$ cat src/motor_if_regs.vh
// Constants for the motor control pin interface
// Behaviour
// - Brake pin high enters and holds brake; leave only once pin low.
// - Brake style picked by setting: low-side brake or align brake.
// - Ramp speed down to brake entry threshold before braking.
// - Host brake override over serial bus replaces brake pin.
// - Direction high gives A-B-C order; low gives A-C-B order.
// - Host direction override over serial bus replaces direction pin.
// - Drive-disable high turns off all six bridge switches, coasting; code still drives one step for a clock when waking from sleep with it high.
// - Drive-disable release reruns the full restart sequence.
// - Drive-disable never causes sleep; only speed/wake pin does.
// - Speed/wake pin gives speed command and controls sleep and standby.
// - Speed/wake source selectable: PWM input or analog voltage.
// - Each monitor output shows its pointed variable, refreshed per PWM cycle.
// - Speed pulse output rate proportional to rotor speed.
// - Any fault pulls active-low fault pin; details kept readable.
// - Host writes stored configuration and reads fault and motor state.
// - Serial clock is input only; serial data is bidirectional.
// - Bridge supports continuous full duty, high side held on.
// - Optional external clock reference accepted as timing source.
// - Stored configuration applied at start-up for stand-alone running.
// - Speed input type 0 means analog voltage speed command.
// - Speed input type 1 means PWM, speed follows duty cycle.
`ifndef MOTOR_IF_REGS_VH
`define MOTOR_IF_REGS_VH
`define SPD_TYPE_ANALOG    1'b0
`define SPD_TYPE_PWM       1'b1
`define BRK_MODE_LOWSIDE   1'b0
`define BRK_MODE_ALIGN     1'b1
`define ST_SLEEP           3'h0
`define ST_START           3'h1
`define ST_RUN             3'h2
`define ST_RAMP            3'h3
`define ST_BRAKE           3'h4
`define ST_COAST           3'h5
`define PWM_PERIOD         8'hFF
`define START_CYCLES       8'h40
`define VAR_COUNT          4
`endif

$ cat src/pwm_duty_meter.v
// Measures the duty of a PWM input over a fixed period window
`timescale 1ns/100ps
`include "motor_if_regs.vh"
module pwm_duty_meter (
    input  wire       clk_sys_i,   // System clock
    input  wire       rst_n_i,     // Async reset, active low
    input  wire       ce_i,        // Clock enable
    input  wire       pwm_i,       // PWM level
    input  wire       tick_i,      // Window end
    output reg  [7:0] duty_o       // Duty of last window
);
    reg [7:0] hi_cnt_r;
    always @(posedge clk_sys_i or negedge rst_n_i) begin
        if (!rst_n_i) begin
            hi_cnt_r <= 8'h00;
            duty_o   <= 8'h00;
        end else if (ce_i) begin
            if (tick_i) begin
                duty_o   <= hi_cnt_r;
                hi_cnt_r <= {7'h00, pwm_i};
            end else if (pwm_i && hi_cnt_r != 8'hFF) begin
                hi_cnt_r <= hi_cnt_r + 8'h01;
            end
        end
    end
endmodule

$ cat src/motor_control_pin_interface.v
// Pin interface and control sequencer of the motor driver
`timescale 1ns/100ps
`include "motor_if_regs.vh"
module motor_control_pin_interface (
    input  wire       clk_sys_i,                  // System clock 20 MHz
    input  wire       rst_n_i,                    // Async reset, active low
    input  wire       ce_i,                       // Clock enable
    input  wire       reference_clock_input_i,    // External clock reference level
    input  wire       ref_clk_sel_i,              // Use external reference for PWM timing
    input  wire       brake_pin_i,                // Brake pin
    input  wire       dir_pin_i,                  // Direction pin
    input  wire       drive_disable_pin_i,        // Drive-disable pin
    input  wire       speed_wake_pin_i,           // Speed/wake PWM level
    input  wire [7:0] speed_analog_i,             // Digitised analog speed voltage
    input  wire       speed_input_type_select_i,  // 0 analog, 1 PWM
    input  wire       brake_pin_mode_i,           // 0 low-side, 1 align
    input  wire [7:0] brake_speed_threshold_i,    // Brake entry speed
    input  wire       brake_ovr_en_i,             // Brake override enable
    input  wire       brake_ovr_i,                // Brake override level
    input  wire       dir_ovr_en_i,               // Direction override enable
    input  wire       dir_ovr_i,                  // Direction override level
    input  wire [1:0] monitor_a_variable_pointer_i, // Monitor A select
    input  wire [1:0] monitor_b_variable_pointer_i, // Monitor B select
    input  wire       nv_cfg_valid_i,             // Stored configuration loaded
    input  wire [7:0] fault_flags_i,              // Raw fault sources
    input  wire       fault_clr_i,                // Clear latched faults
    input  wire       scl_i,                      // Serial clock input
    input  wire       sda_i,                      // Serial data in
    input  wire       sda_drive_low_i,            // Serial core wants data low
    output wire       sda_o,                      // Serial data out
    output wire       sda_oe_o,                   // Serial data enable
    output reg  [5:0] gate_o,                     // AH AL BH BL CH CL
    output reg  [7:0] monitor_analog_out_a_o,     // Monitor A value
    output reg  [7:0] monitor_analog_out_b_o,     // Monitor B value
    output reg        speed_pulse_output_o,       // Speed pulses
    output reg        fault_indicator_n_o,        // Fault, active low
    output reg  [7:0] fault_status_o,             // Latched fault detail
    output reg  [2:0] motor_state_o,              // Sequencer state
    output reg  [7:0] speed_o,                    // Present speed
    output reg        sleep_o                     // Sleep requested
);
    // ********************************************************
    // Input sampling and overrides
    // ********************************************************
    reg brake_r;
    reg dir_r;
    reg drive_disable_pin_r;
    reg ref_d_r;
    reg ref_q_r;
    reg ref_p_r;
    always @(posedge clk_sys_i or negedge rst_n_i) begin
        if (!rst_n_i) begin
            brake_r  <= 1'b0;
            dir_r    <= 1'b0;
            drive_disable_pin_r <= 1'b0;
            ref_d_r  <= 1'b0;
            ref_q_r  <= 1'b0;
            ref_p_r  <= 1'b0;
        end else if (ce_i) begin
            brake_r  <= brake_pin_i;
            dir_r    <= dir_pin_i;
            drive_disable_pin_r <= drive_disable_pin_i;
            ref_d_r  <= reference_clock_input_i;
            ref_q_r  <= ref_d_r;
            ref_p_r  <= ref_q_r;
        end
    end
    wire brake_eff = brake_ovr_en_i ? brake_ovr_i : brake_r;
    wire dir_eff   = dir_ovr_en_i ? dir_ovr_i : dir_r;
    // SCL is only ever read by the serial core
    assign sda_o    = 1'b0;
    assign sda_oe_o = sda_drive_low_i;
    // ********************************************************
    // PWM timebase, internal or external reference
    // ********************************************************
    // Edge taken behind the second stage only
    wire       ref_edge = ref_q_r & ~ref_p_r;
    wire       adv      = ref_clk_sel_i ? ref_edge : 1'b1;
    reg  [7:0] pwm_cnt_r;
    wire       pwm_tick = adv && (pwm_cnt_r == `PWM_PERIOD);
    always @(posedge clk_sys_i or negedge rst_n_i) begin
        if (!rst_n_i)
            pwm_cnt_r <= 8'h00;
        else if (ce_i && adv)
            pwm_cnt_r <= pwm_tick ? 8'h00 : pwm_cnt_r + 8'h01;
    end
    // ********************************************************
    // Speed command
    // ********************************************************
    wire [7:0] pwm_duty;
    pwm_duty_meter u_meter (
        .clk_sys_i (clk_sys_i),
        .rst_n_i   (rst_n_i),
        .ce_i      (ce_i),
        .pwm_i     (speed_wake_pin_i),
        .tick_i    (pwm_tick),
        .duty_o    (pwm_duty)
    );
    wire [7:0] speed_cmd = (speed_input_type_select_i == `SPD_TYPE_PWM) ?
                           pwm_duty : speed_analog_i;
    wire       wake      = (speed_cmd != 8'h00);
    // ********************************************************
    // Sequencer
    // ********************************************************
    reg [2:0] state_r;
    reg [2:0] state_nxt;
    reg [7:0] speed_nxt;
    reg [7:0] start_cnt_r;
    reg       drive_disable_pin_q_r;
    reg [1:0] step_r;
    always @* begin
        state_nxt = state_r;
        speed_nxt = speed_o;
        case (state_r)
            `ST_SLEEP: begin
                speed_nxt = 8'h00;
                if (wake && nv_cfg_valid_i)
                    state_nxt = `ST_START;
            end
            `ST_START: begin
                if (start_cnt_r == `START_CYCLES)
                    state_nxt = `ST_RUN;
            end
            `ST_RUN: begin
                if (brake_eff)
                    state_nxt = `ST_RAMP;
                else if (!wake)
                    state_nxt = `ST_SLEEP;
                else if (pwm_tick && speed_o < speed_cmd)
                    speed_nxt = speed_o + 8'h01;
                else if (pwm_tick && speed_o > speed_cmd)
                    speed_nxt = speed_o - 8'h01;
            end
            `ST_RAMP: begin
                if (!brake_eff)
                    state_nxt = `ST_RUN;
                else if (speed_o <= brake_speed_threshold_i)
                    state_nxt = `ST_BRAKE;
                else if (pwm_tick)
                    speed_nxt = speed_o - 8'h01;
            end
            `ST_BRAKE: begin
                speed_nxt = 8'h00;
                if (!brake_eff)
                    state_nxt = `ST_START;
            end
            `ST_COAST: state_nxt = `ST_COAST;
            default: state_nxt = `ST_SLEEP;
        endcase
        // Coast overrides all motion, but never sleep
        if (drive_disable_pin_r && state_r != `ST_SLEEP) begin
            state_nxt = `ST_COAST;
            speed_nxt = 8'h00;
        end else if (state_r == `ST_COAST && !drive_disable_pin_r)
            state_nxt = `ST_START;
    end
    always @(posedge clk_sys_i or negedge rst_n_i) begin
        if (!rst_n_i) begin
            state_r     <= `ST_SLEEP;
            speed_o     <= 8'h00;
            start_cnt_r <= 8'h00;
            drive_disable_pin_q_r  <= 1'b0;
            step_r      <= 2'h0;
        end else if (ce_i) begin
            state_r    <= state_nxt;
            speed_o    <= speed_nxt;
            drive_disable_pin_q_r <= drive_disable_pin_r;
            if (state_r != `ST_START)
                start_cnt_r <= 8'h00;
            else if (start_cnt_r != `START_CYCLES)
                start_cnt_r <= start_cnt_r + 8'h01;
            if (state_r == `ST_START && start_cnt_r == `START_CYCLES)
                speed_o <= 8'h01;
            if (pwm_tick && (state_r == `ST_RUN || state_r == `ST_RAMP
                             || state_r == `ST_START)) begin
                if (dir_eff)
                    step_r <= (step_r == 2'h2) ? 2'h0 : step_r + 2'h1;
                else
                    step_r <= (step_r == 2'h0) ? 2'h2 : step_r - 2'h1;
            end
        end
    end
    // ********************************************************
    // Gate drive
    // ********************************************************
    always @(posedge clk_sys_i or negedge rst_n_i) begin
        if (!rst_n_i) begin
            gate_o        <= 6'h00;
            motor_state_o <= `ST_SLEEP;
            sleep_o       <= 1'b1;
        end else if (ce_i) begin
            motor_state_o <= state_r;
            sleep_o       <= (state_r == `ST_SLEEP);
            case (state_r)
                `ST_COAST: gate_o <= 6'h00;
                `ST_SLEEP: gate_o <= 6'h00;
                `ST_BRAKE: begin
                    if (brake_pin_mode_i == `BRK_MODE_ALIGN)
                        gate_o <= 6'h25;   // AH, BL, CL
                    else
                        gate_o <= 6'h15;   // All low sides
                end
                default: begin
                    // Held high side stays on for whole step, full duty
                    case (step_r)
                        2'h0:    gate_o <= 6'h24;  // A high, B low
                        2'h1:    gate_o <= 6'h09;  // B high, C low
                        default: gate_o <= 6'h12;  // C high, A low
                    endcase
                end
            endcase
        end
    end
    // ********************************************************
    // Speed pulses, monitors and faults
    // ********************************************************
    reg [15:0] fg_acc_r;
    reg [7:0]  mon_var [0:`VAR_COUNT-1];
    always @* begin
        mon_var[0] = speed_o;
        mon_var[1] = speed_cmd;
        mon_var[2] = {5'h00, state_r};
        mon_var[3] = pwm_duty;
    end
    always @(posedge clk_sys_i or negedge rst_n_i) begin
        if (!rst_n_i) begin
            fg_acc_r               <= 16'h0000;
            speed_pulse_output_o   <= 1'b0;
            monitor_analog_out_a_o <= 8'h00;
            monitor_analog_out_b_o <= 8'h00;
            fault_status_o         <= 8'h00;
            fault_indicator_n_o    <= 1'b1;
        end else if (ce_i) begin
            // Accumulator overflow rate scales with speed
            {speed_pulse_output_o, fg_acc_r} <=
                {1'b0, fg_acc_r} + {9'h000, speed_o};
            if (pwm_tick) begin
                monitor_analog_out_a_o <= mon_var[monitor_a_variable_pointer_i];
                monitor_analog_out_b_o <= mon_var[monitor_b_variable_pointer_i];
            end
            // New fault wins over clear
            fault_status_o <= (fault_clr_i ? 8'h00 : fault_status_o)
                              | fault_flags_i;
            fault_indicator_n_o <= ~(|fault_flags_i |
                                     (|fault_status_o & ~fault_clr_i));
        end
    end
endmodule

$ cat config.mk
export PLATFORM = sky130hd
export DESIGN_NAME = motor_control_pin_interface
export DESIGN_NICKNAME = d
export VERILOG_FILES = /design/src/pwm_duty_meter.v /design/src/motor_control_pin_interface.v
export VERILOG_INCLUDE_DIRS = /design/src /design/src/src
export SDC_FILE = /design/constraint.sdc
export NUM_CORES = 1
export LEC_CHECK = 0
export BUFFER_PORTS_ARGS = -buffer_cell sky130_fd_sc_hd__buf_2
export CAP_MARGIN = 0
export CORE_ASPECT_RATIO = 1.1
export CORE_MARGIN = 5
export CORE_UTILIZATION = 30
export DETAILED_ROUTE_END_ITERATION = 8
export GPL_TIMING_DRIVEN = 0
export PLACE_DENSITY = 0.47
export RECOVER_POWER = 100
export SYNTH_ARGS = -nofsm -noshare
export SYNTH_HDL_FRONTEND = slang
export SYNTH_SLANG_ARGS = --single-unit
$ cat constraint.sdc
create_clock -name clk_sys_i -period 2.5 [get_ports clk_sys_i]
set_input_delay 0.5 -clock clk_sys_i [delete_from_list [all_inputs] [get_ports clk_sys_i]]
set_output_delay 0.5 -clock clk_sys_i [all_outputs]
set_load 0.03 [all_outputs]
## Yosys cells after proc, flatten, opt, wreduce, memory -nomap -nowiden

Index checks and enable logic that the tools add are counted.

- Bits in registers: 103
- Output and inout port bits: 46
- Word-level logic and storage cells: 139

- $add $sub $neg: 8
- Magnitude comparators: 5
- Eq/ne operators: 23
- Muxes and demuxes: 42
- Bitwise gates (word level): 9
- Reduce and logical (&&, ||, !) cells: 30

Operators with widths:

| kind | number |
|---|---|
| 8-bit 2-to-1 mux | 20 |
| 8-bit by 1-bit adder with 8-bit output, second input constant | 4 |
| 8-bit binary-select mux with 2-bit select | 2 |
| 4-bit inequality test, second input constant | 8 |
| 3-bit 2-to-1 mux | 9 |
| 6-bit one-hot mux with 2 select lines | 2 |
| 8-bit one-hot mux with 3 select lines | 1 |
| 3-bit one-hot mux with 6 select lines | 1 |
| 16-bit by 8-bit adder with 17-bit output | 1 |
| 8-bit OR reduction | 2 |
| 5-bit inequality test, second input constant | 3 |
| 1-bit logical AND | 10 |
| 8-bit by 7-bit == test with 1-bit output, second input constant | 1 |
| 8-bit == test, second input constant | 1 |
| 8-bit > comparator | 1 |
| 8-bit less-or-equal comparator | 1 |
| 8-bit < comparator | 1 |
| 8-bit by 7-bit inequality test with 1-bit output, second input constant | 1 |
| 8-bit inequality test, second input constant | 1 |
| 8-bit OR | 1 |
| 2-bit AND reduction | 4 |
| 8-bit AND reduction | 1 |
| 8-bit nonzero test | 1 |
| 8-bit by 1-bit subtractor with 8-bit output, second input constant | 1 |
| other kinds (25) | 39 |

## Depth between registers and ports, before layout

Gate-level depths: netlist of run 1.

- Word-level depth: 12
- Gate-level depth with buffers: 12

## Cells and area by module

A second synthesis of run 1 with hierarchy kept.

- Cells, all modules: 625
- Area, all modules: 6184.7 sq um

By module, submodules not included:

| module | times used | cells each | area an instance (sq um) | seq. area each (sq um) |
|---|---|---|---|---|
| motor_control_pin_interface | 1 | 557 | 5421.4 | 2179.6 |
| pwm_duty_meter | 1 | 68 | 763.2 | 400.4 |

## Least setup slack after synthesis of run 1

OpenSTA, ideal clock, no wires.

- Path kind: input to register
- Start: input speed_input_type_select_i
- End: register speed_o[7]
- Arrival: 2.977 ns
- Required time: 2.378 ns
- Setup slack: -0.599 ns
- Stages on the path: 10
- Buffers on the path: 1
- Cell sequence: buf_2 mux2i_1 ha_1 a211o_1 a221oi_2 o2111ai_4 or4_4 nand3_2 nand3_1 a32o_1

- Longest elaborated chain between the ends: 9

RTL lines:

| item | line | source |
|---|---|---|
| start: declaration | motor_control_pin_interface.v:15 | `input wire speed_input_type_select_i,` |
| 8-bit 2-to-1 mux * | motor_control_pin_interface.v:99 | `` wire [7:0] speed_cmd = (speed_input_type_select_i == `SPD_TYPE_PWM) ? `` |
| 8-bit < comparator | motor_control_pin_interface.v:129 | `else if (pwm_tick && speed_o < speed_cmd)` |
| 1-bit logical AND | motor_control_pin_interface.v:129 |  |
| 8-bit 2-to-1 mux | motor_control_pin_interface.v:129 |  |
| 8-bit 2-to-1 mux | motor_control_pin_interface.v:127 | `else if (!wake)` |
| 8-bit 2-to-1 mux | motor_control_pin_interface.v:125 | `if (brake_eff)` |
| 8-bit one-hot mux with 3 select lines | motor_control_pin_interface.v:114 | `case (state_r)` |
| 8-bit 2-to-1 mux | motor_control_pin_interface.v:151 | `` if (drive_disable_pin_r && state_r != `ST_SLEEP) begin `` |
| 8-bit 2-to-1 mux | motor_control_pin_interface.v:172 | `` if (state_r == `ST_START && start_cnt_r == `START_CYCLES) `` |
| end signal: assignment | motor_control_pin_interface.v:166 | `speed_o <= speed_nxt;` |
| end: declaration | motor_control_pin_interface.v:39 | `output reg [7:0] speed_o,` |

Every way passes the cells marked *; elsewhere a longest branch is shown, timed or not. The select of a mux whose other input is x is not followed.
A chain may end at the register's enable or synchronous reset.

## Final worst setup path of run 1

- Start: register u_meter.duty_o[5]
- End: register speed_o[7]

- Longest elaborated chain between the ends: 9

RTL lines:

| item | line | source |
|---|---|---|
| start: declaration | pwm_duty_meter.v:10 | `output reg [7:0] duty_o` |
| start signal: assignment | pwm_duty_meter.v:19 | `duty_o <= hi_cnt_r;` |
| 8-bit 2-to-1 mux * | motor_control_pin_interface.v:99 |  |
| 8-bit < comparator | motor_control_pin_interface.v:129 |  |
| 1-bit logical AND | motor_control_pin_interface.v:129 |  |
| 8-bit 2-to-1 mux | motor_control_pin_interface.v:129 |  |
| 8-bit 2-to-1 mux | motor_control_pin_interface.v:127 |  |
| 8-bit 2-to-1 mux | motor_control_pin_interface.v:125 |  |
| 8-bit one-hot mux with 3 select lines | motor_control_pin_interface.v:114 |  |
| 8-bit 2-to-1 mux | motor_control_pin_interface.v:151 |  |
| 8-bit 2-to-1 mux | motor_control_pin_interface.v:172 |  |

Marked as above.

==> out/summary.txt, run 1 <==
Syn Std Cell Area -> 6070 um2
PD cells -> 891 nW/um2
P&R area growth vs syn -> 23.3%
DP Area -> 6880 um2
starting density of the core -> 30.5%
Peak VDD IR -> 0.394 mV
# port buffers -> 87
sum of buffers and inverters on the critical path -> 0
post-synthesis sequential area ratio -> 42.5%
Layout fillers -> 2052
critical path required time -> 2.74 ns
IO Pins -> 94
worst min path class -> primary input to register
gr ovfl total -> 0
CTS Buf Count -> 9
Place WS -> -0.797 ns
Top Family by Delay on Critical Path -> compound AO/OA/AOI/OAI gates
dominant cells by area after synthesis -> dfrtp_1 (42%), ha_1 (7.0%), nand2_1 (5.8%)
FFs w/ async S/R, synth -> 100%
Setup Viol. Count Final -> 6
reg2reg path depth -> 9
multi-input logic area -> 3400 um2
Slew Limit Fails -> 0
clock root buffer -> clkbuf_16
share of post-route cells with drive strength above 1 -> 20.4%
XOR/XNOR share of the synthesized area -> 4.04%
antenna violations before repair -> 1
mean post-synth cell area -> 9.35 um2
1st-pass router iterations -> 4
Startpoint Class -> register
Hold Vio Cnt, Final -> 0
worst slew pin tran -> 1.19 ns
all-layer global routing usage -> 15.4%
clock slew at reported path FFs -> 0.07 ns
CTS tree -> done
Synth cell types -> 63
Hold Path Stages -> 2
Post-Synthesis Cells -> 649
prevailing post-synth register cell -> dfrtp_1
setup slack after layout -> -0.219 ns
Crit-path slowest cell -> or4_4
compound-gate portion of the synthesized area -> 14.7%
total die area -> 23200 um2
number of hold buffers added after cts -> 0
multiplexer area fraction after synthesis -> 7.38%
die span in y -> 159 um
critical path capture point type -> register
Final period util -> 109%
wire length per cell -> 17.2 um
first-pass GRT wire length -> 29300 um
Placer Congestion -> 0.878
Final min period -> 2.72 ns
Crit path top cell by count -> nand3_2
clock skew -> 0.00864 ns
#FFs+latches synth -> 103
CTS sink count -> 103
Worst Path Arrival -> 2.96 ns
Ys Warns -> 0
Avg Vias per Cell -> 5.18
DRC Markers -> 0
Syn Nets -> 732
Die X-Extent -> 146 um
P_leak -> 3.29 nW
fmax -> 368 MHz
Max Buffers Root-to-Sink -> 2
main combinational cell family by area after synthesis -> simple AND/OR/NAND/NOR gates
pin count of the biggest net entering global routing -> 58
post-synth top area share -> 41.6%
Slew Limit Headroom -> 20.5%
FF/Latch Area -> 2590 um2
CP Cell Sequence -> mux2i_4 -> ha_4 -> a211o_1 -> a221oi_2 -> o2111ai_4 -> or4_4 -> nand3_2 -> nand3_2 -> a32o_1
Post-synth EDFFs -> 0
Stages on worst setup path -> 9
WS Path Type -> register to register
vias in the first global route -> 5548
worst-path fanout max -> 3
TNS Setup -> -0.753 ns
initial detailed-routing violation count -> 183
Adder-Cell Fraction of Synth Area -> 7.34%
nets -> 851
Synth area leader -> dfrtp_1
core area -> 19900 um2
CP peak stage delay -> 0.55 ns
DP HPWL -> 12900 um
H-tree depth -> 3
Fin Hold WS -> 0.380 ns
routed via count -> 5322
Final Cell Area -> 7480 um2
max_cap viols -> 0
Post-Synth Simple-Gate Area -> 19.8%
Antenna Nets Post-Route -> 0
failing checks -> setup timing
worst-skew pair later-pin latency -> 0.35 ns
RSZ-0062 raised after global routing -> true
Core Rows -> 54
outcome -> complete, but fails checks
Total Wirelength -> 17700 um
Tot Pwr -> 0.00667 W
==> area by class of cell <==
class | count | area share [%]
plain buffers | 31 | 2.17
multi-input cells | 483 | 45.5
inverters | 32 | 1.60
well taps | 252 | 4.21
flip-flops and latches | 103 | 34.6
clock inverters | 4 | 1.02
diodes | 2 | 0.0669
clock buffers | 12 | 3.29
repair buffers | 108 | 7.54
==> synthesized netlist by cell type (all sizes together), types with 4 or more instances <==
library cell,n
nand4,15
buf,10
nand2,94
nor3,18
nor2b,4
xnor2,17
a21oi,24
a31oi,4
mux2,18
xor2,11
and2,4
ha,34
o21a,5
nor2,68
o21ai,36
mux2i,11
a21o,5
nor4,6
inv,32
a22o,10
clkbuf,21
a221oi,12
nand3,30
and3,6
mux4,6
dfrtp,101
a32o,6
==> cells by family after synthesis <==
family,after synthesis
AND/OR/NAND/NOR,260
flip-flops,103
other,1
multiplexers,35
XOR/XNOR,28
adder cells (fa/ha/maj),35
buffers and inverters,63
AO/OA/AOI/OAI,124
==> state kept, by name (all words and copies together) (netlist names) <==
register and flops:
start_cnt_r 8, monitor_analog_out_b_o 8, sleep_o 1, ref_q_r 1
dir_r 1, state_r 3, u_meter.hi_cnt_r 8, ref_p_r 1
fault_status_o 8, fault_indicator_n_o 1, fg_acc_r 16, u_meter.duty_o 8
step_r 2, motor_state_o 3, ref_d_r 1, pwm_cnt_r 8
gate_o 6, speed_o 8, brake_r 1, monitor_analog_out_a_o 8
speed_pulse_output_o 1, drive_disable_pin_r 1
==> report_power, final <==
part,switching (W),total [W],leakage [nW],internal [W]
combinational,0.00164,0.00276,1.85,0.00112
clock,0.000640,0.00155,0.153,0.000910
sequential,0.000351,0.00236,1.29,0.00201
total,0.00263,0.00667,3.29,0.00404
==> path summary, 6_finish.rpt <==
check,start,endpoint,slack (ns)
max in group asynchronous,rst_n_i,speed_o[2]$_DFFE_PN0P_,0.53
min reg2reg,fg_acc_r[13]$_DFFE_PN0P_,fg_acc_r[13]$_DFFE_PN0P_,0.47
max,u_meter.duty_o[5]$_DFFE_PN0P_,speed_o[7]$_DFFE_PN0P_,-0.22
min,brake_pin_i,brake_r$_DFFE_PN0P_,0.38
max reg2reg,u_meter.duty_o[5]$_DFFE_PN0P_,speed_o[7]$_DFFE_PN0P_,-0.22
min in group asynchronous,rst_n_i,monitor_analog_out_a_o[4]$_DFFE_PN0P_,0.39
==> layout by cell type (no fill, tap or decap), drive strengths merged, types with 5 or more instances in the layout <==
cell | netlist | layout
dfrtp | 101 | 101
nand2 | 94 | 94
clkbuf | 21 | 79
buf | 10 | 72
nor2 | 68 | 68
o21ai | 36 | 36
ha | 34 | 34
inv | 32 | 33
nand3 | 30 | 30
a21oi | 24 | 24
mux2 | 18 | 18
nor3 | 18 | 18
xnor2 | 17 | 17
nand4 | 15 | 15
a221oi | 12 | 12
xor2 | 11 | 11
mux2i | 11 | 11
a22o | 10 | 10
mux4 | 6 | 6
and3 | 6 | 6
a32o | 6 | 6
nor4 | 6 | 6
a21o | 5 | 5
o21a | 5 | 5
==> layer usage <==
layer	vias to the layer above	wire length [um]	share of wire [%]	global-route usage [%]
met1	2587	8090	46	19.8
met3	26	1190	6.7	4.16
met4	2	422	2.4	5.68
li1	2549	-	-	-
met2	158	7990	45	24.7
met5	-	13	0.073	0
==> stage by stage <==
step	util, %	instances
after CTS	37.6	1022
after floorplan	-	649
final	37.7	1027
after global routing	37.7	1025
after global placement	34.5	988
after detailed placement	34.6	989
==> timing repair <==
action,4_1_cts,5_1_grt
pin swaps,15,7
endpoints found under the setup margin,19,46
resized for setup,36,15
setup buffers,17,3
==> worst reg2reg max path, stage by stage (launching register included) <==
cell and delay [ns]:
dfrtp_2 0.45, mux2i_4 0.20, ha_4 0.23, a211o_1 0.30, a221oi_2 0.34, o2111ai_4 0.18, or4_4 0.55, nand3_2 0.09
nand3_2 0.07, a32o_1 0.20
(Power assumes the default switching activity.)
==> run 2, diff against run 1 <==
--- a/config.mk
+++ b/config.mk
@@ -8,7 +8,6 @@
 export LEC_CHECK = 0
 export BUFFER_PORTS_ARGS = -buffer_cell sky130_fd_sc_hd__buf_2
 export CAP_MARGIN = 0
-export CORE_ASPECT_RATIO = 1.1
 export CORE_MARGIN = 5
 export CORE_UTILIZATION = 30
 export DETAILED_ROUTE_END_ITERATION = 8
==> out/summary.txt, run 2 (synthesis results as in run 1) <==
PD cells -> 884 nW/um2
# port buffers -> 87
clock skew -> 0.00720 ns
outcome -> complete, but fails checks
Max Buffers Root-to-Sink -> 2
RSZ-0062 raised after global routing -> true
Peak VDD IR -> 0.358 mV
commonest non-fill, non-tap cell in the layout -> nand2_1
Crit path top cell by count -> nand3_2
max reg flops -> 16
antenna violations before repair -> 1
routed via count -> 5369
IO Pins -> 94
wire length per cell -> 17.1 um
Worst Path Arrival -> 2.98 ns
CP Cell Sequence -> buf_6 -> buf_12 -> mux2i_4 -> ha_4 -> a211o_1 -> a221oi_2 -> o2111ai_4 -> or4_4 -> nand3_2 -> nand3_2 -> a32o_1
Sw Ratio -> 41.6%
clock root buffer -> clkbuf_16
worst-path fanout max -> 7
number of hold buffers added after cts -> 0
H-tree depth -> 3
pin count of the biggest net entering global routing -> 65
Avg Vias per Cell -> 5.13
vias in the first global route -> 5423
WS Path Type -> primary input to register
core area -> 20100 um2
1st-pass router iterations -> 5
critical path required time -> 2.74 ns
clock slew at reported path FFs -> 0.07 ns
clock power share -> 21.3%
max_cap viols -> 0
CTS Buf Count -> 9
CTS tree -> done
Post-Route Utilization -> 37.2%
Slew Limit Headroom -> 31.2%
Layout fillers -> 2061
DP HPWL -> 13200 um
worst min path class -> primary input to async pin
Reg power frac -> 35.7%
Final Cell Area -> 7480 um2
gr busiest metal -> met2
CTS sink count -> 103
Top reg by flops -> fg_acc_r
met1 Use GR -> 20.0%
all-layer global routing usage -> 15.1%
gr ovfl total -> 0
worst slew pin tran -> 1.03 ns
Core Rows -> 52
critical path capture point type -> register
Cell Int Power -> 0.00386 W
failing checks -> setup timing
starting density of the core -> 30.2%
share of post-route cells with drive strength above 1 -> 21.5%
Hold Vio Cnt, Final -> 0
initial detailed-routing violation count -> 295
P_leak -> 3.30 nW
Crit-path slowest cell -> or4_4
CP peak stage delay -> 0.56 ns
Placer Congestion -> 0.828
total die area -> 23200 um2
nets -> 854
# diodes -> 0
Die X-Extent -> 152 um
Slew Limit Fails -> 0
Antenna Nets Post-Route -> 0
DP Area -> 6900 um2
combinational share of power -> 42.9%
Place WS -> -0.806 ns
Final min period -> 2.74 ns
Final period util -> 109%
met2 usage -> 24.5%
reg2reg path depth -> 9
fmax -> 366 MHz
die span in y -> 152 um
commonest cells after routing, fill and taps aside -> nand2_1 (93), dfrtp_1 (90), nor2_1 (68), clkbuf_1 (54), buf_2 (46)
worst-skew pair later-pin latency -> 0.36 ns
setup slack after layout -> -0.235 ns
Startpoint Class -> primary input
DRC Markers -> 0
Total Wirelength -> 17900 um
Switching Power -> 0.00275 W
met3 GRT Util -> 4.57%
first-pass GRT wire length -> 28600 um
Setup Viol. Count Final -> 6
P&R area growth vs syn -> 23.3%
run 2: cell types whose count changed in the layout (fill, tap and decap cells not counted), sizes merged:
cell,delta
buf,+9
bufinv,-2
clkbuf,-9
clkinv,+3
diode,-2
inv,+2
run 2: path summary, 6_finish.rpt:
kind	from	slack, ns	endpoint
max in group asynchronous	rst_n_i	0.57	speed_o[1]$_DFFE_PN0P_
min in group clk_sys_i	dir_pin_i	0.37	dir_r$_DFFE_PN0P_
setup / recovery	speed_input_type_select_i	-0.24	speed_o[7]$_DFFE_PN0P_
setup reg to reg	u_meter.duty_o[5]$_DFFE_PN0P_	-0.22	speed_o[7]$_DFFE_PN0P_
hold reg to reg	fg_acc_r[11]$_DFFE_PN0P_	0.47	fg_acc_r[11]$_DFFE_PN0P_
hold / removal	rst_n_i	0.30	monitor_analog_out_b_o[6]$_DFFE_PN0P_
run 2: power groups by stage:
| stage | Combinational [W] | Sequential, W | Clock, W |
|---|---|---|---|
| 2_1_floorplan | 0.00165 | 0.00255 | 0 |
| 3_3_place_gp | 0.00247 | 0.00243 | 0 |
| 3_5_place_dp | 0.00255 | 0.00244 | 0 |
| 4_1_cts | 0.00277 | 0.00237 | 0.00145 |
| 5_1_grt | 0.00313 | 0.00242 | 0.00154 |
| 6_report | 0.00284 | 0.00236 | 0.00141 |
run 2: critical path, delay by kind of cell:
kind                     cells  cell delay [ns]
AO/OA/AOI/OAI                4             1.03
adder cells (fa/ha/maj)      1             0.23
buffers and inverters        2             0.23
multiplexers                 1             0.27
AND/OR/NAND/NOR              3             0.72
run 2: stage by stage:
stage	TNS [ns]	hold WS (ns)	power, W	std cells
after floorplan	-1.99	0.204	0.00420	649
after global placement	-46.83	0.450	0.00489	1006
after detailed placement	-9.49	0.453	0.00499	1007
after CTS	-1.12	0.140	0.00659	1038
after global routing	-1.53	0.360	0.00709	1046
final	-1.06	0.302	0.00661	1046
run 2: layout make-up:
type / count / area (um2) / area share, %
buffer: 31 / 161 / 2.16
clock buffer: 9 / 225 / 3.01
clock inverter: 7 / 66.3 / 0.886
inverter: 32 / 120 / 1.61
multi-input combinational: 483 / 3400 / 45.4
sequential: 103 / 2590 / 34.7
tap: 270 / 338 / 4.52
timing repair buffer: 111 / 577 / 7.71
run 2: layer usage:
| layer | wire (um) | up-vias |
|---|---|---|
| li1 | - | 2556 |
| met1 | 8280 | 2627 |
| met2 | 8230 | 164 |
| met3 | 1100 | 20 |
| met4 | 304 | 2 |
| met5 | 7 | - |
run 2: what timing repair did:
action | CTS | global route
pin swaps | 14 | 4
buffers inserted | 15 | 8
gates resized for setup | 26 | 28
endpoints found under the setup margin | 23 | 26
==> run 3, diff against run 2 <==
--- a/config.mk
+++ b/config.mk
@@ -12,7 +12,7 @@
 export CORE_UTILIZATION = 30
 export DETAILED_ROUTE_END_ITERATION = 8
 export GPL_TIMING_DRIVEN = 0
-export PLACE_DENSITY = 0.47
+export PLACE_DENSITY_LB_ADDON = 0.25
 export RECOVER_POWER = 100
 export SYNTH_ARGS = -nofsm -noshare
 export SYNTH_HDL_FRONTEND = slang
==> out/summary.txt, run 3 (synthesis results as in run 1) <==
CP peak stage delay -> 0.57 ns
CP endpoint -> speed_o[7]$_DFFE_PN0P_
core area -> 20100 um2
antenna violations before repair -> 1
reg2reg path depth -> 9
Placer Congestion -> 0.823
Final min period -> 2.72 ns
number of hold buffers added after cts -> 0
Place WS -> -0.780 ns
Worst Path Arrival -> 2.97 ns
Crit path top cell by count -> nand3_2
Total Wirelength -> 16900 um
DP HPWL -> 12400 um
share of post-route cells with drive strength above 1 -> 20.0%
DP Area -> 6900 um2
TNS Setup -> -0.644 ns
combinational share of power -> 41.5%
Die X-Extent -> 152 um
Antenna Nets Post-Route -> 0
pin count of the biggest net entering global routing -> 57
worst flop-to-flop path startpoint -> u_meter.duty_o[5]$_DFFE_PN0P_
clock root buffer -> clkbuf_16
critical path capture point type -> register
gr ovfl total -> 0
worst-path fanout max -> 5
total die area -> 23200 um2
# port buffers -> 87
commonest cells after routing, fill and taps aside -> dfrtp_1 (95), nand2_1 (94), nor2_1 (68), clkbuf_1 (58), buf_2 (43)
Layout fillers -> 2051
1st-pass router iterations -> 4
Top Family by Delay on Critical Path -> compound AO/OA/AOI/OAI gates
WS Path Type -> primary input to register
PD cells -> 885 nW/um2
first-pass GRT wire length -> 27700 um
max reg flops -> 16
Switching Power -> 0.00266 W
Peak VDD IR -> 0.369 mV
multi-input logic area -> 3420 um2
vias in the first global route -> 5148
setup slack after layout -> -0.225 ns
CTS Buf Count -> 9
Setup Viol. Count Final -> 6
P_leak -> 3.29 nW
sum of buffers and inverters on the critical path -> 3
IO Pins -> 94
clock power share -> 22.7%
Avg Vias per Cell -> 5.03
Tot Pwr -> 0.00662 W
Hold Vio Cnt, Final -> 0
Slew Limit Headroom -> 16.5%
commonest non-fill, non-tap cell in the layout -> dfrtp_1
Stages on worst setup path -> 12
initial detailed-routing violation count -> 247
Final period util -> 109%
failing checks -> setup timing
Final Cell Area -> 7480 um2
# diodes -> 0
CP Cell Sequence -> buf_8 -> buf_12 -> buf_6 -> mux2i_4 -> ha_4 -> a211o_1 -> a221oi_2 -> o2111ai_4 -> or4_4 -> nand3_2 -> nand3_2 -> a32o_1
nets -> 849
clock slew at reported path FFs -> 0.08 ns
FF/Latch Area -> 2590 um2
P&R area growth vs syn -> 23.3%
routed via count -> 5235
wire length per cell -> 16.2 um
Slew Limit Fails -> 0
Sw Ratio -> 40.2%
Startpoint Class -> primary input
Core Rows -> 52
worst min path class -> primary input to register
flop-to-flop setup slack -> -0.20 ns
Reg power frac -> 35.8%
worst slew pin tran -> 1.25 ns
reg2reg end -> speed_o[7]$_DFFE_PN0P_
Post-Route Utilization -> 37.2%
Max Buffers Root-to-Sink -> 2
max_cap viols -> 0
CP startpoint -> speed_input_type_select_i
starting density of the core -> 30.2%
worst-skew pair later-pin latency -> 0.36 ns
Crit-path slowest cell -> or4_4
all-layer global routing usage -> 14.6%
CTS tree -> done
critical path required time -> 2.74 ns
die span in y -> 152 um
RSZ-0062 raised after global routing -> true
Cell Int Power -> 0.00396 W
clock skew -> 0.00707 ns
outcome -> complete, but fails checks
fmax -> 367 MHz
DRC Markers -> 0
CTS sink count -> 103
H-tree depth -> 3
Top reg by flops -> fg_acc_r
run 3: layout make-up:
type	instances	share of cell area [%]
Buffer	30	2.01
Clock buffer	10	3.19
Clock inverter	6	1.00
Inverter	32	1.61
Multi-Input combinational cell	483	45.7
Sequential cell	103	34.6
Tap cell	270	4.52
Timing Repair Buffer	107	7.41
run 3: metrics by stage:
| stage | cells | hold slack [ns] |
|---|---|---|
| after floorplan | 649 | 0.204 |
| after global placement | 1006 | 0.452 |
| after detailed placement | 1007 | 0.456 |
| after CTS | 1037 | 0.198 |
| after global routing | 1041 | 0.360 |
| final | 1041 | 0.371 |
run 3: worst min path at each step:
stage          depth (start not counted)                      from  slack, ns                                    end
2_1_floorplan                          0                   rst_n_i       0.20                    brake_r$_DFFE_PN0P_
3_3_place_gp                           1  fg_acc_r[11]$_DFFE_PN0P_       0.45               fg_acc_r[11]$_DFFE_PN0P_
3_5_place_dp                           1  fg_acc_r[11]$_DFFE_PN0P_       0.46               fg_acc_r[11]$_DFFE_PN0P_
4_1_cts                                1                   rst_n_i       0.20  monitor_analog_out_a_o[4]$_DFFE_PN0P_
5_1_grt                                2                 dir_pin_i       0.36                      dir_r$_DFFE_PN0P_
6_report                               2               brake_pin_i       0.37                    brake_r$_DFFE_PN0P_
run 3: routing by layer:
metal  up-vias  global-route usage, %  wire length, um
met5         -                      0               11
met4         2                   2.87              232
met3        18                   5.14             1380
met2       166                   21.0             7150
met1      2514                   21.2             8140
li1       2535                      -                -
run 3: power by group through the flow:
stage               registers, W  logic, W  clock network (W)
floorplan                0.00255   0.00165                  0
global placement         0.00243   0.00248                  0
CTS                      0.00237   0.00267            0.00156
finish                   0.00237   0.00275            0.00150
global route             0.00243   0.00306            0.00161
detailed placement       0.00244   0.00250                  0
run 3: what timing repair did:
action	in CTS	in global routing
endpoints found under the setup margin	18	46
resized for setup	17	41
pin swaps	12	11
setup buffers	14	5
